**config.mk**
```make
export PLATFORM = sky130hd
export DESIGN_NAME = ldma_engine
export DESIGN_NICKNAME = d
export VERILOG_FILES = /design/src/hdl/ldma_engine.v
export VERILOG_INCLUDE_DIRS = /design/src /design/src/hdl
export SDC_FILE = /design/constraint.sdc
export NUM_CORES = 1
export LEC_CHECK = 0
export ABC_AREA = 1
export BUFFER_PORTS_ARGS = -buffer_cell sky130_fd_sc_hd__buf_4
export CORE_AREA = 8 8 181 269
export CTS_BUF_LIST = sky130_fd_sc_hd__clkbuf_2 sky130_fd_sc_hd__clkbuf_4 sky130_fd_sc_hd__clkbuf_8
export CTS_CLUSTER_DIAMETER = 40
export DETAILED_ROUTE_END_ITERATION = 7
export DIE_AREA = 0 0 189 277
export GPL_TIMING_DRIVEN = 0
export HOLD_SLACK_MARGIN = 0.02
export PLACE_DENSITY_LB_ADDON = 0.3
export SYNTH_ARGS = -nofsm -noshare
export SYNTH_HDL_FRONTEND = slang
export SYNTH_SLANG_ARGS = --single-unit
```
**constraint.sdc**
```tcl
create_clock -name CLK -period 13.12 [get_ports CLK]
set_input_delay 1.312 -clock CLK [delete_from_list [all_inputs] [get_ports CLK]]
set_output_delay 1.312 -clock CLK [all_outputs]
set_load 0.05 [all_outputs]
```
**src/hdl/ldma_defs.vh**
```
`ifndef LDMA_DEFS_VH
`define LDMA_DEFS_VH
// ****************************************
// Sizes
// ****************************************
`define LDMA_NCHAN 9
`define LDMA_CHW 4
`define LDMA_AW 16
`define LDMA_DW 8
`define LDMA_CNTW 16
// ****************************************
// Channel load command fields
// ****************************************
`define LDMA_FLD_ADDR 2'h0
`define LDMA_FLD_COUNT 2'h1
`define LDMA_FLD_MODE 2'h2
`define LDMA_MODE_READ 2'h1
`define LDMA_RST_MODE 2'h0
// ****************************************
// States
// ****************************************
`define LDMA_S_IDLE 3'h0
`define LDMA_S_REQ 3'h1
`define LDMA_S_HIADDR 3'h2
`define LDMA_S_WAIT 3'h3
`define LDMA_S_ACK 3'h4
`define LDMA_S_REL 3'h5
// ****************************************
// Timing
// ****************************************
`define LDMA_CLK_MHZ 20
`define LDMA_MEM_DELAY_NS 500
`define LDMA_MEM_CYC ((`LDMA_MEM_DELAY_NS * `LDMA_CLK_MHZ + 999) / 1000)
`define LDMA_DLYW 8
`endif

```
**src/hdl/ldma_engine.v**
```verilog
`timescale 1ns/100ps
`include "ldma_defs.vh"
// How it works
// - A channel idles until its peripheral pulls its ready request low.
// - A ready request raises the request output, driving the bus request low.
// - After grant, high address enable turns on the external latch.
// - High address byte goes out on data bus, latched by address strobe.
// - Address strobe also starts the dynamic memory cycle.
// - Memory wait ready derived from the strobe stretches the cycle.
// - After the memory delay, acknowledge says a valid character is on bus.
// - While owning buses, engine only pulses acknowledge; the peripheral takes the character itself.
// - After each write, release enable and hold, then await next request.
// - Memory and peripherals answer exactly as for processor cycles.
// - Parallel port served with the same request and acknowledge handshake.
// - Nine channels, one for each output port.
module ldma_engine (
  // Clock and reset
  input wire CLK,
  input wire RESET,
  // Channel programming
  input wire LOAD_STB,
  input wire [3:0] LOAD_CHAN,
  input wire [1:0] LOAD_FIELD,
  input wire [15:0] LOAD_DATA,
  // Peripheral handshake, channel 8 is the parallel port
  input wire [8:0] TX_READY_REQUEST_N,
  output reg [8:0] TRANSFER_ACKNOWLEDGE,
  // Processor bus arbitration
  output reg DMA_REQUEST_OUT,
  output reg CPU_BUS_REQUEST_N,
  output reg HOLD_REQUEST,
  input wire CPU_BUS_GRANT_N,
  // Local bus
  output reg HIGH_ADDR_ENABLE,
  output reg ADDR_LATCH_STROBE,
  output reg [7:0] LOCAL_ADDR_OUT,
  output reg [7:0] LOCAL_DATA_OUT,
  output reg LOCAL_BUS_OE,
  input wire MEMORY_WAIT_READY,
  // Status
  output reg [8:0] CHANNEL_DONE
);
  // ****************************************
  // Input synchronisers
  // ****************************************
  reg [8:0] rdy_m;
  reg [8:0] rdy_s;
  reg gnt_m;
  reg gnt_s;
  reg wr_m;
  reg wr_s;
  // Reset to idle pin levels so no false request follows reset
  always @(posedge CLK or posedge RESET) begin
    if (RESET) begin
      rdy_m <= 9'h1FF;
      rdy_s <= 9'h1FF;
      gnt_m <= 1'h1;
      gnt_s <= 1'h1;
      wr_m <= 1'h0;
      wr_s <= 1'h0;
    end else begin
      rdy_m <= TX_READY_REQUEST_N;
      rdy_s <= rdy_m;
      gnt_m <= CPU_BUS_GRANT_N;
      gnt_s <= gnt_m;
      wr_m <= MEMORY_WAIT_READY;
      wr_s <= wr_m;
    end
  end
  // ****************************************
  // Channel registers
  // ****************************************
  reg [15:0] ch_addr [0:8];
  reg [15:0] ch_count [0:8];
  reg [1:0] ch_mode [0:8];
  reg [2:0] state;
  reg [3:0] cur;
  reg [7:0] dly;
  wire [8:0] armed;
  genvar g;
  generate
    for (g = 0; g < `LDMA_NCHAN; g = g + 1) begin : arm
      // Channel with nothing left or no read mode never requests the bus
      assign armed[g] = ~rdy_s[g] & (ch_mode[g] == `LDMA_MODE_READ) & ~CHANNEL_DONE[g];
    end
  endgenerate
  // Lowest port number wins; fixed priority is fine at character rates
  function [3:0] pick;
    input [8:0] v;
    integer i;
    begin
      pick = 4'h0;
      for (i = `LDMA_NCHAN - 1; i >= 0; i = i - 1) begin
        if (v[i]) begin
          pick = i[3:0];
        end
      end
    end
  endfunction
  // One acknowledge line per port
  function [8:0] onehot;
    input [3:0] c;
    begin
      onehot = 9'h001 << c;
    end
  endfunction
  // ****************************************
  // State codes and memory delay
  // ****************************************
  // Codes match the shared header so traces read the same everywhere
  localparam [2:0] s_idle = `LDMA_S_IDLE;
  localparam [2:0] s_req = `LDMA_S_REQ;
  localparam [2:0] s_hiaddr = `LDMA_S_HIADDR;
  localparam [2:0] s_wait = `LDMA_S_WAIT;
  localparam [2:0] s_ack = `LDMA_S_ACK;
  localparam [2:0] s_rel = `LDMA_S_REL;
  localparam integer mem_cyc_full = `LDMA_MEM_CYC;
  // Cut to the counter width on purpose; the delay fits well inside it
  localparam [7:0] mem_cyc = mem_cyc_full[7:0];
  integer k;
  // ****************************************
  // Transfer sequencer
  // ****************************************
  always @(posedge CLK or posedge RESET) begin
    if (RESET) begin
      state <= s_idle;
      cur <= 4'h0;
      dly <= 8'h00;
      DMA_REQUEST_OUT <= 1'h0;
      CPU_BUS_REQUEST_N <= 1'h1;
      HOLD_REQUEST <= 1'h0;
      HIGH_ADDR_ENABLE <= 1'h0;
      ADDR_LATCH_STROBE <= 1'h0;
      LOCAL_ADDR_OUT <= 8'h00;
      LOCAL_DATA_OUT <= 8'h00;
      LOCAL_BUS_OE <= 1'h0;
      TRANSFER_ACKNOWLEDGE <= 9'h000;
      CHANNEL_DONE <= 9'h1FF;
      for (k = 0; k < `LDMA_NCHAN; k = k + 1) begin
        ch_addr[k] <= 16'h0000;
        ch_count[k] <= 16'h0000;
        ch_mode[k] <= `LDMA_RST_MODE;
      end
    end else begin
      // Loads only while idle so a live transfer never sees a torn address
      if (LOAD_STB && state == s_idle && LOAD_CHAN < `LDMA_NCHAN) begin
        case (LOAD_FIELD)
          `LDMA_FLD_ADDR: ch_addr[LOAD_CHAN] <= LOAD_DATA;
          `LDMA_FLD_COUNT: begin
            ch_count[LOAD_CHAN] <= LOAD_DATA;
            CHANNEL_DONE[LOAD_CHAN] <= 1'h0;
          end
          `LDMA_FLD_MODE: ch_mode[LOAD_CHAN] <= LOAD_DATA[1:0];
          default: ch_mode[LOAD_CHAN] <= ch_mode[LOAD_CHAN];
        endcase
      end
      case (state)
        s_idle: begin
          // A load in the same clock wins; the start follows one clock later
          if (|armed && !LOAD_STB) begin
            cur <= pick(armed);
            DMA_REQUEST_OUT <= 1'h1;
            CPU_BUS_REQUEST_N <= 1'h0;
            HOLD_REQUEST <= 1'h1;
            state <= s_req;
          end
        end
        s_req: begin
          // Grant is seen two clocks late; the processor has floated by then
          if (!gnt_s) begin
            HIGH_ADDR_ENABLE <= 1'h1;
            LOCAL_BUS_OE <= 1'h1;
            LOCAL_DATA_OUT <= ch_addr[cur][15:8];
            LOCAL_ADDR_OUT <= ch_addr[cur][7:0];
            // Strobe doubles as the memory address strobe, as for processor cycles
            ADDR_LATCH_STROBE <= 1'h1;
            state <= s_hiaddr;
          end
        end
        s_hiaddr: begin
          ADDR_LATCH_STROBE <= 1'h0;
          dly <= mem_cyc;
          state <= s_wait;
        end
        s_wait: begin
          // Memory wait ready may stretch past the nominal delay
          if (dly != 8'h00) begin
            dly <= dly - 8'h01;
          end else if (wr_s) begin
            TRANSFER_ACKNOWLEDGE <= onehot(cur);
            state <= s_ack;
          end
        end
        s_ack: begin
          TRANSFER_ACKNOWLEDGE <= 9'h000;
          // Address wraps at the top of the 16-bit space
          ch_addr[cur] <= ch_addr[cur] + 16'h0001;
          ch_count[cur] <= ch_count[cur] - 16'h0001;
          // Count already zero: that was the last character
          if (ch_count[cur] == 16'h0000) begin
            CHANNEL_DONE[cur] <= 1'h1;
          end
          // Everything drops together so the processor gets a quiet bus
          HIGH_ADDR_ENABLE <= 1'h0;
          HOLD_REQUEST <= 1'h0;
          DMA_REQUEST_OUT <= 1'h0;
          CPU_BUS_REQUEST_N <= 1'h1;
          LOCAL_BUS_OE <= 1'h0;
          state <= s_rel;
        end
        s_rel: begin
          // Wait out grant and stale ready so one request gives one character
          if (gnt_s && rdy_s[cur]) begin
            state <= s_idle;
          end
        end
        default: state <= s_idle;
      endcase
    end
  end
endmodule

```
==> results of run 1 <==
## worst max-delay path, delay by kind of cell (launching register included)
kind	cells	cell delay (ps)
flip-flops	1	530
AND/OR/NAND/NOR	3	1510
buffers and inverters	5	1910
AO/OA/AOI/OAI	1	220
## state kept, by name, indices dropped and copies added (netlist names)
name / count
rdy_m: 9
rdy_s: 9
ch_addr: 144
state: 3
gnt_m: 1
wr_s: 1
cur: 4
HOLD_REQUEST: 1
wr_m: 1
gnt_s: 1
ch_mode: 18
CHANNEL_DONE: 9
LOCAL_ADDR_OUT: 8
LOCAL_DATA_OUT: 8
LOCAL_BUS_OE: 1
dly: 8
CPU_BUS_REQUEST_N: 1
TRANSFER_ACKNOWLEDGE: 9
ADDR_LATCH_STROBE: 1
ch_count: 144
## cell usage after synthesis (6+ instances only)
cell           count
a21oi_1           75
nor2_2            14
nand3_2           15
o31ai_1           10
mux2i_1           19
o21ai_0          263
buf_4             24
inv_1            320
o22ai_1           13
dfrtp_1          351
dlygate4sd1_1      6
clkbuf_1          76
o211ai_1         124
nand2_2           20
buf_6             21
inv_2              9
a211oi_1          39
dfstp_2           30
nor3_1             8
nor2_1           154
buf_2             45
nand2_1         1179
o21ai_1           11
nand3_1          188
## layer usage
| metal | part of all wire [%] | vias to the layer above | wire, microns |
|---|---|---|---|
| li1 | - | 10200 | - |
| met1 | 34 | 11500 | 36100 |
| met2 | 44 | 1878 | 46100 |
| met3 | 13 | 538 | 13300 |
| met4 | 9.6 | 4 | 10100 |
| met5 | 0.045 | - | 48 |
## worst max-delay path by stage
stage	start	end	slack, ps	depth (start not counted)
after floorplan	RESET	ADDR_LATCH_STROBE$_DFFE_PP0P_	1270	1
after global placement	RESET	state[0]$_DFFE_PP0P_	-3610	2
after detailed placement	cur[3]$_DFFE_PP0P_	ch_count[136]$_DFF_PP0_	8770	10
after CTS	cur[3]$_DFFE_PP0P_	ch_count[136]$_DFF_PP0_	8740	10
after global routing	cur[1]$_DFFE_PP0P_	ch_addr[14]$_DFF_PP0_	8830	9
final	cur[1]$_DFFE_PP0P_	ch_addr[14]$_DFF_PP0_	8740	9
## cell type report
class                   count  area, sq um  area share [%]
multi-input cells        2191        10300            41.0
flip-flops and latches    381         9570            38.2
clock buffers             109         1350            5.38
inverters                 334         1270            5.05
plain buffers             182         1060            4.24
well taps                 582          728            2.90
repair buffers             76          631            2.51
clock inverters            12          174           0.693
diodes                      3         7.51          0.0299
## power breakdown
group          leakage, nW  switching, mW  internal, mW
registers             4.64         0.0617          1.28
clock network        0.807          0.560         0.732
logic                 7.98          0.428         0.175
## stage by stage
| step | cell area [sq um] | setup slack [ps] | power, mW | hold slack [ps] |
|---|---|---|---|---|
| CTS | 25100 | 8740 | 3.21 | 357 |
| detailed placement | 23500 | 8770 | 1.94 | 349 |
| global route | 25100 | 8830 | 3.34 | 360 |
| finish | 25100 | 8740 | 3.23 | 354 |
| floorplan | 22200 | 1270 | 1.74 | 331 |
| global placement | 23400 | -3610 | 1.92 | 334 |
## cell families (layout without fill, tap and decap cells)
logic type | Yosys count | count (layout) | share of synthesized area (%)
AOI/OAI and AO/OA | 552 | 552 | 14.7
xor gates and xnor gates | 8 | 8 | 0.435
adders and majority gates | 4 | 4 | 0.226
buffers and inverters | 516 | 713 | 10.5
DFF | 381 | 381 | 43.2
muxes | 19 | 19 | 0.858
other | 0 | 3 | 0
and+or+nand+nor | 1608 | 1608 | 30.1
==> impl_results.md, run 1 <==
- Seq cells post-synth: 381
- Non-filler cells, final: 3870
- Slew headroom: 20.0%
- Share of layout cells above drive strength 1: 12.4%
- Most used DFF post-synth: dfrtp_1
- Die H: 277 microns
- Dominant cells by area after synthesis: dfrtp_1, nand2_1, o21ai_0, inv_1, nand3_1
- Worst vdd ir: 82.5 uV
- Drt first-iter violations: about 3600
- Setup slack, reg-to-reg: 8740 ps
- Top achievable clock speed: about 0.23 GHz
- Crit-path most repeated cell: buf_4
- Via count: 24100
- GRT met3 Usage: 11.5%
- Worst Hold Class: reg -> reg
- CTS root buf: clkbuf_8
- Worst r2r path cells: 9
- DRC viols: 2
- GR Overflow Total: 0
- Initial antenna violation count: 3
- Top cell type's share of synthesized area: 39.6%
- Wirelength per Cell: ~27 microns
- Synth Cell Area: ~0.022 sq mm
- Hpwl dp: between 70000 and 80000 microns
- Min Tclk post-route: 4380 ps
- Synth warn: 0
- Worst hold stages: 0
- Sequential area share after synthesis: a little over two fifths
- Number of synthesized flops with an enable pin: 0
- Crit-path max FO: 10
- Die Wd: approximately 190 microns
- H-tree depth: 3
- Asr flop ratio synth: 100%
- Fin crit share: between 30% and 40%
- Post-Syn Instances: 3088
- Worst path max stage delay: roughly 880 ps
- # resized after CTS: 0
- Final Hold Viols: 0
- PortBufs: 72
- CTS tree: done
- Placed insts: around 3700
- DIE AREA: ~0.052 sq mm
- Syn Nets: roughly 3100
- Power Density: between 100 and 150 mW/mm^2
- Area leader, netlist: dfrtp_1
- Crit start category: register
- Failing checks: DRC
- Post-route core utilization: about 56%
- Setup Fix Bufs, Post-CTS: 0
- Max-Cap Viols: 0
- ANT nets after route: 0
- Num Clock Sinks: 381
- Routability Congestion: around 1.0
- R2R Path End: ch_addr[14]$_DFF_PP0_
- RR Startpoint: cur[1]$_DFFE_PP0P_
- Total CTS buffers: just under 70
- Critical path capture point type: register
- Met2 Use GR: 59.3%
- Cts hold-fix bufs: 0
- Synth-to-layout area growth: 13.1%
- Met1 usage in global routing: 45.9%
- Hold_sp: rdy_m[0]$_DFF_PP1_
- Slew @ Worst Pin: ~1200 ps
- Worst Path Required: about 14000 ps
- Final Slew Violations: 0
- CTS max path bufs: 3
- Setup Crit Path Kind: reg -> reg
- Setup TNS: 0 ps
- Mean post-synth cell area: about 7 sq um
- Critical Path AT: just under 5000 ps
- Clock Latency Late Sink: around 670 ps
- Layout filler cell count: between 4000 and 5000
- GR Util All Layers: 39.4%
- Final Skew: between 30 and 40 ps
- GRT busiest layer: met2
- Clock Pin Slew Worst Setup and Hold Paths: 60 ps
- CP cell instances: nor2_4 -> inv_2 -> nor3_4 -> buf_4 -> buf_4 -> inv_1 -> nor2_2 -> clkbuf_1 -> o21ai_0
- Count of cell types in the netlist: 54
- Post-detailed-routing wire length: 106000 microns
- Via density: between 6 and 7
- First-pass GRT wire length: roughly 150000 microns
- Min-Delay Endpoint: rdy_s[0]$_DFF_PP1_
- Final setup vio count: 0
- Number of global-route vias before repair: ~23000
- Core Region: approximately 0.045 sq mm
- Pin count of the biggest net entering global routing: 100
- Final #Nets: approximately 3300
- Critical-path top delay cell: clkbuf_1
- Num rows: 95
- Most frequent cells in the layout: nand2_1, dfrtp_1, inv_1, o21ai_0, nand3_1
- Outcome: finished with violations
- TritonRoute pass-1 iters: 8
- Leak: between 10 and 15 nW
- RSZ-0062 raised after global routing: false
- Commonest non-fill, non-tap cell in the layout: nand2_1
- Top-Level Pins: 76
- Starting density of the core: just under 50%
No activity file was read; power rests on OpenSTA's default activity.
==> inputs of run 2 (changes only) <==
- ABC_AREA: 1 -> 0
- CORE_AREA: 8 8 181 269 -> 8 8 176 261
- DIE_AREA: 0 0 189 277 -> 0 0 184 269
- clock period: 13.12 -> 4.4 ns (I/O delays scaled with it)
==> run 2 against run 1 <==
- the flow finishes with violations (setup timing)
- utilization rose by 0.13 points
- worst hold slack got worse by 240 ps
- via count fell by 25%
- die area shrank 5.5%
- fmax is 0.43% lower
- combinational power grew to 6.4 times the previous value
- final cell count fell by 27%
- count of clock-buffer cells in the layout shrank 15
- register-to-register slack got worse by 8700 ps
- sequential share of layout area rose by 2.3 points
- area after synthesis down 6.4%
- sequential power rose to 3.5 times the previous value
- critical endpoint is now ch_count[80]$_DFF_PP0_
- highest routed layer is now met4
==> impl_results.md, run 2 <==
- Outcome: finished with violations (unchanged)
- Largest family of logic cells by synthesized area: multiplexers (was simple AND/OR/NAND/NOR gates)
- Num Clock Sinks: 381 (unchanged)
- Final Power: 11.7 mW (was 3.23 mW)
- Worst vdd ir: 262 uV (was 82.5 uV)
- GR Overflow Total: 0 (unchanged)
- Power Density: 497 mW/mm^2 (was 129 mW/mm^2)
- Worst Hold Class: in -> reg (was reg -> reg)
- Top cell type's share of synthesized area: 42.3% (was 39.6%)
- Final #Nets: 2265 (was 3274)
- Dominant cells by area after synthesis: dfrtp_1, mux2_2, mux2i_1, nand2_1, o21ai_0 (was dfrtp_1, nand2_1, o21ai_0, inv_1, nand3_1)
- DRC viols: 0 (was 2)
- Top achievable clock speed: 0.227 GHz (was 0.228 GHz)
- Final Skew: 34.0 ps (was 38.0 ps)
- Die Wd: 184 microns (was 189 microns)
- Total CTS buffers: 57 (was 68)
- Mux share of post-synthesis cell area: 22.6% (was 0.858%)
- Post-Syn Instances: 2080 (was 3088)
- Max-Cap Viols: 0 (unchanged)
- Sequential share of power: 39.5% (was 41.4%)
- Failing checks: setup timing (was DRC)
- Drt first-iter violations: 1899 (was 3626)
- DP Area: 0.0221 sq mm (was 0.0235 sq mm)
- Top-Level Pins: 76 (unchanged)
- Syn Nets: 2120 (was 3128)
- Setup TNS: -0.648 ps (was 0 ps)
- Min-Delay Endpoint: state[0]$_DFFE_PP0P_ (was rdy_s[0]$_DFF_PP1_)
- Setup slack after layout: -0.648 ps (was 8740 ps)
- CP cell instances: buf_2 -> buf_2 -> buf_2 -> buf_1 -> nor3_1 -> nand3_1 -> clkbuf_1 -> clkbuf_1 -> a21oi_1 (was nor2_4 -> inv_2 -> nor3_4 -> buf_4 -> buf_4 -> inv_1 -> nor2_2 -> clkbuf_1 -> o21ai_0)
- First-pass GRT wire length: 118000 microns (was 151000 microns)
- Critical path capture point type: register (unchanged)
- Hold_sp: LOAD_STB (was rdy_m[0]$_DFF_PP1_)
- Worst path max stage delay: 860 ps (was 880 ps)
- Clock Pin Slew Worst Setup and Hold Paths: 70 ps (was 60 ps)
- Worst hold stages: 4 (was 0)
- Via count: 18100 (was 24100)
- Worst Path Required: 4890 ps (was 13590 ps)
- Post-detailed-routing wire length: 79800 microns (was 106000 microns)
- Initial antenna violation count: 2 (was 3)
- Number of global-route vias before repair: 18600 (was 22700)
- Seq cells post-synth: 381 (unchanged)
- Synth-to-layout area growth: 13.9% (was 13.1%)
- Final setup vio count: 1 (was 0)
- Most used DFF post-synth: dfrtp_1 (unchanged)
- Min Tclk post-route: 4400 ps (was 4380 ps)
- Final Slew Violations: 0 (unchanged)
- Asr flop ratio synth: 100% (unchanged)
- Switching Share: 36.4% (was 32.5%)
- Wirelength per Cell: 28.2 microns (was 27.3 microns)
- Crit start category: register (unchanged)
- Sw Pwr: 4.28 mW (was 1.05 mW)
- RSZ-0062 raised after global routing: true (was false)
- Setup Crit Path Kind: reg -> reg (unchanged)
- Synth warn: 0 (unchanged)
- Worst r2r path cells: 9 (unchanged)
- Area leader, netlist: dfrtp_1 (unchanged)
- Mean post-synth cell area: 9.97 sq um (was 7.18 sq um)
- Final Hold Viols: 0 (unchanged)
- CTS tree: done (unchanged)
- H-tree depth: 2 (was 3)
- R2R Path End: ch_count[80]$_DFF_PP0_ (was ch_addr[14]$_DFF_PP0_)
- ANT nets after route: 0 (unchanged)
- Share of layout cells above drive strength 1: 23.2% (was 12.4%)
- Top-count cell post-synth: dfrtp_1 (was nand2_1)
- Count of cell types in the netlist: 57 (was 54)
- Crit-path most repeated cell: buf_2 (was buf_4)
- Routability Congestion: 0.976 (was 1.04)
- Leak: 10.0 nW (was 13.4 nW)
- Slew headroom: 3.34% (was 20.0%)
- Internal: 7.46 mW (was 2.18 mW)
- XOR/XNOR Fraction of Synth Area: 1.74% (was 0.435%)
- Biggest regs: ch_addr (144), ch_count (144), ch_mode (18) (unchanged)
- Commonest non-fill, non-tap cell in the layout: dfrtp_1 (was nand2_1)
- PortBufs: 66 (was 72)
- GR Util All Layers: 32.2% (was 39.4%)
- Area fraction in compound gates after synthesis: 13.0% (was 14.7%)
- DIE AREA: 0.0495 sq mm (was 0.0524 sq mm)
- Die H: 269 microns (was 277 microns)
- Num rows: 92 (was 95)
- Crit-path max FO: 10 (unchanged)
- Number of synthesized flops with an enable pin: 0 (unchanged)
- Starting density of the core: 49.5% (was 49.7%)
- Clock Latency Late Sink: 660 ps (was 670 ps)
- CTS root buf: clkbuf_8 (unchanged)
- Design Area, Final: 0.0236 sq mm (was 0.0251 sq mm)
- Setup crit start: cur[3]$_DFFE_PP0P_ (was cur[1]$_DFFE_PP0P_)
- Setup slack, reg-to-reg: -0.6 ps (was 8740 ps)
- RR Startpoint: cur[3]$_DFFE_PP0P_ (was cur[1]$_DFFE_PP0P_)
- Via density: 6.39 (was 6.22)
- Combinational fraction of design power: 32.7% (was 18.6%)
- Final hold slack: 113 ps (was 354 ps)
- Hpwl dp: 55800 microns (was 72500 microns)
- Pin count of the biggest net entering global routing: 44 (was 100)
- Synth Cell Area: 0.0207 sq mm (was 0.0222 sq mm)
- TritonRoute pass-1 iters: 7 (was 8)
- Critical Path AT: 4890 ps (was 4850 ps)
- CTS max path bufs: 3 (unchanged)
- Slew @ Worst Pin: 1440 ps (was 1200 ps)
- Core Region: 0.0419 sq mm (was 0.0446 sq mm)
- Fin crit share: 100% (was 33.4%)
- Post-Synth Simple-Gate Area: 12.4% (was 30.1%)
- Sequential area share after synthesis: 46.1% (was 43.2%)
- Clock group share of total power: 27.8% (was 40.0%)
- Most frequent cells in the layout: dfrtp_1, nand2_1, mux2_2, o21ai_0, mux2i_1 (was nand2_1, dfrtp_1, inv_1, o21ai_0, nand3_1)
- Synth top cells by count: dfrtp_1, nand2_1, mux2_2 (was nand2_1, dfrtp_1, inv_1)
- Critical-path top delay cell: clkbuf_1 (unchanged)
- Post-synthesis adder-cell area fraction: 0.241% (was 0.226%)
## run 2: changes by cell type after synthesis, sizes merged, moves of 21 or more
cell,delta
nand2b,+26
inv,-313
o221ai,+36
mux2i,+165
nand2,-917
mux2,+235
nor2,-21
o21ai,-49
o211ai,-123
clkbuf,+36
a21oi,+33
buf,-42
nand3,-192
nor2b,+23
## run 2: area by class of cell
class	count	area (sq um)
clock buffers	94	1180
flip-flops and latches	381	9570
clock inverters	7	91.3
diodes	1	2.50
multi-input cells	1511	10500
plain buffers	168	736
well taps	564	706
inverters	18	71.3
repair buffers	88	803
fillers	3691	18300
## run 2: worst max path at each step
stage	to	slack [ps]	depth (start not counted)
final	ch_count[80]$_DFF_PP0_	-0.6	9
after global placement	ch_addr[48]$_DFF_PP0_	-3280	2
after detailed placement	ch_addr[54]$_DFF_PP0_	-660	13
after CTS	ch_addr[10]$_DFF_PP0_	6	14
after global routing	ch_addr[54]$_DFF_PP0_	-30	13
after floorplan	ADDR_LATCH_STROBE$_DFFE_PP0P_	-1140	1
## run 2: power groups by stage
| stage | sequential [mW] | clock [mW] | combinational, mW |
|---|---|---|---|
| 2_1_floorplan | 4.96 | 0 | 2.29 |
| 5_1_grt | 4.70 | 3.43 | 4.15 |
| 6_report | 4.63 | 3.26 | 3.84 |
| 3_5_place_dp | 4.67 | 0 | 3.70 |
| 4_1_cts | 4.61 | 3.27 | 3.75 |
| 3_3_place_gp | 4.63 | 0 | 3.59 |
## run 2: through the flow
step | utilization (%) | setup slack [ps] | cells
floorplan | - | -1140 | 2080
global placement | 52.4 | -3280 | 2710
detailed placement | 52.8 | -663 | 2719
CTS | 56.2 | 5.92 | 2831
global route | 56.4 | -30.0 | 2832
finish | 56.4 | -0.648 | 2832
## run 2: timing repair
item	CTS	global route
setup buffers	0	1
endpoints found under the setup margin	96	91
hold buffers	12	0
resized for setup	9	21
pin swaps	0	1
endpoints found under the hold margin	30	0
## run 2: critical path, delay by kind of cell, from the launching register on
family	cells	cell delay (ps)
DFF	1	540
AOI/OAI and AO/OA	1	170
buffers and inverters	6	3040
and+or+nand+nor	2	470
## run 2: per-layer routing
metal | up-vias | GRT usage, % | share of wire (%) | wire length (microns)
met5 | - | 0 | 0 | 0
met4 | 0 | 25.7 | 9.3 | 7400
met3 | 395 | 7.21 | 9.6 | 7630
met2 | 1084 | 52.6 | 47 | 37200
met1 | 8967 | 36.1 | 35 | 27600
li1 | 7652 | - | - | -
## run 2: logic make-up (layout without fill, tap and decap cells)
kind of cell	count (synthesis)	in the layout
AND/OR/NAND/NOR	580	580
AO/OA/AOI/OAI	466	466
multiplexers	428	428
flip-flops	381	381
buffers and inverters	188	375
XOR/XNOR	33	33
adder cells (fa/ha/maj)	4	4
other	0	1
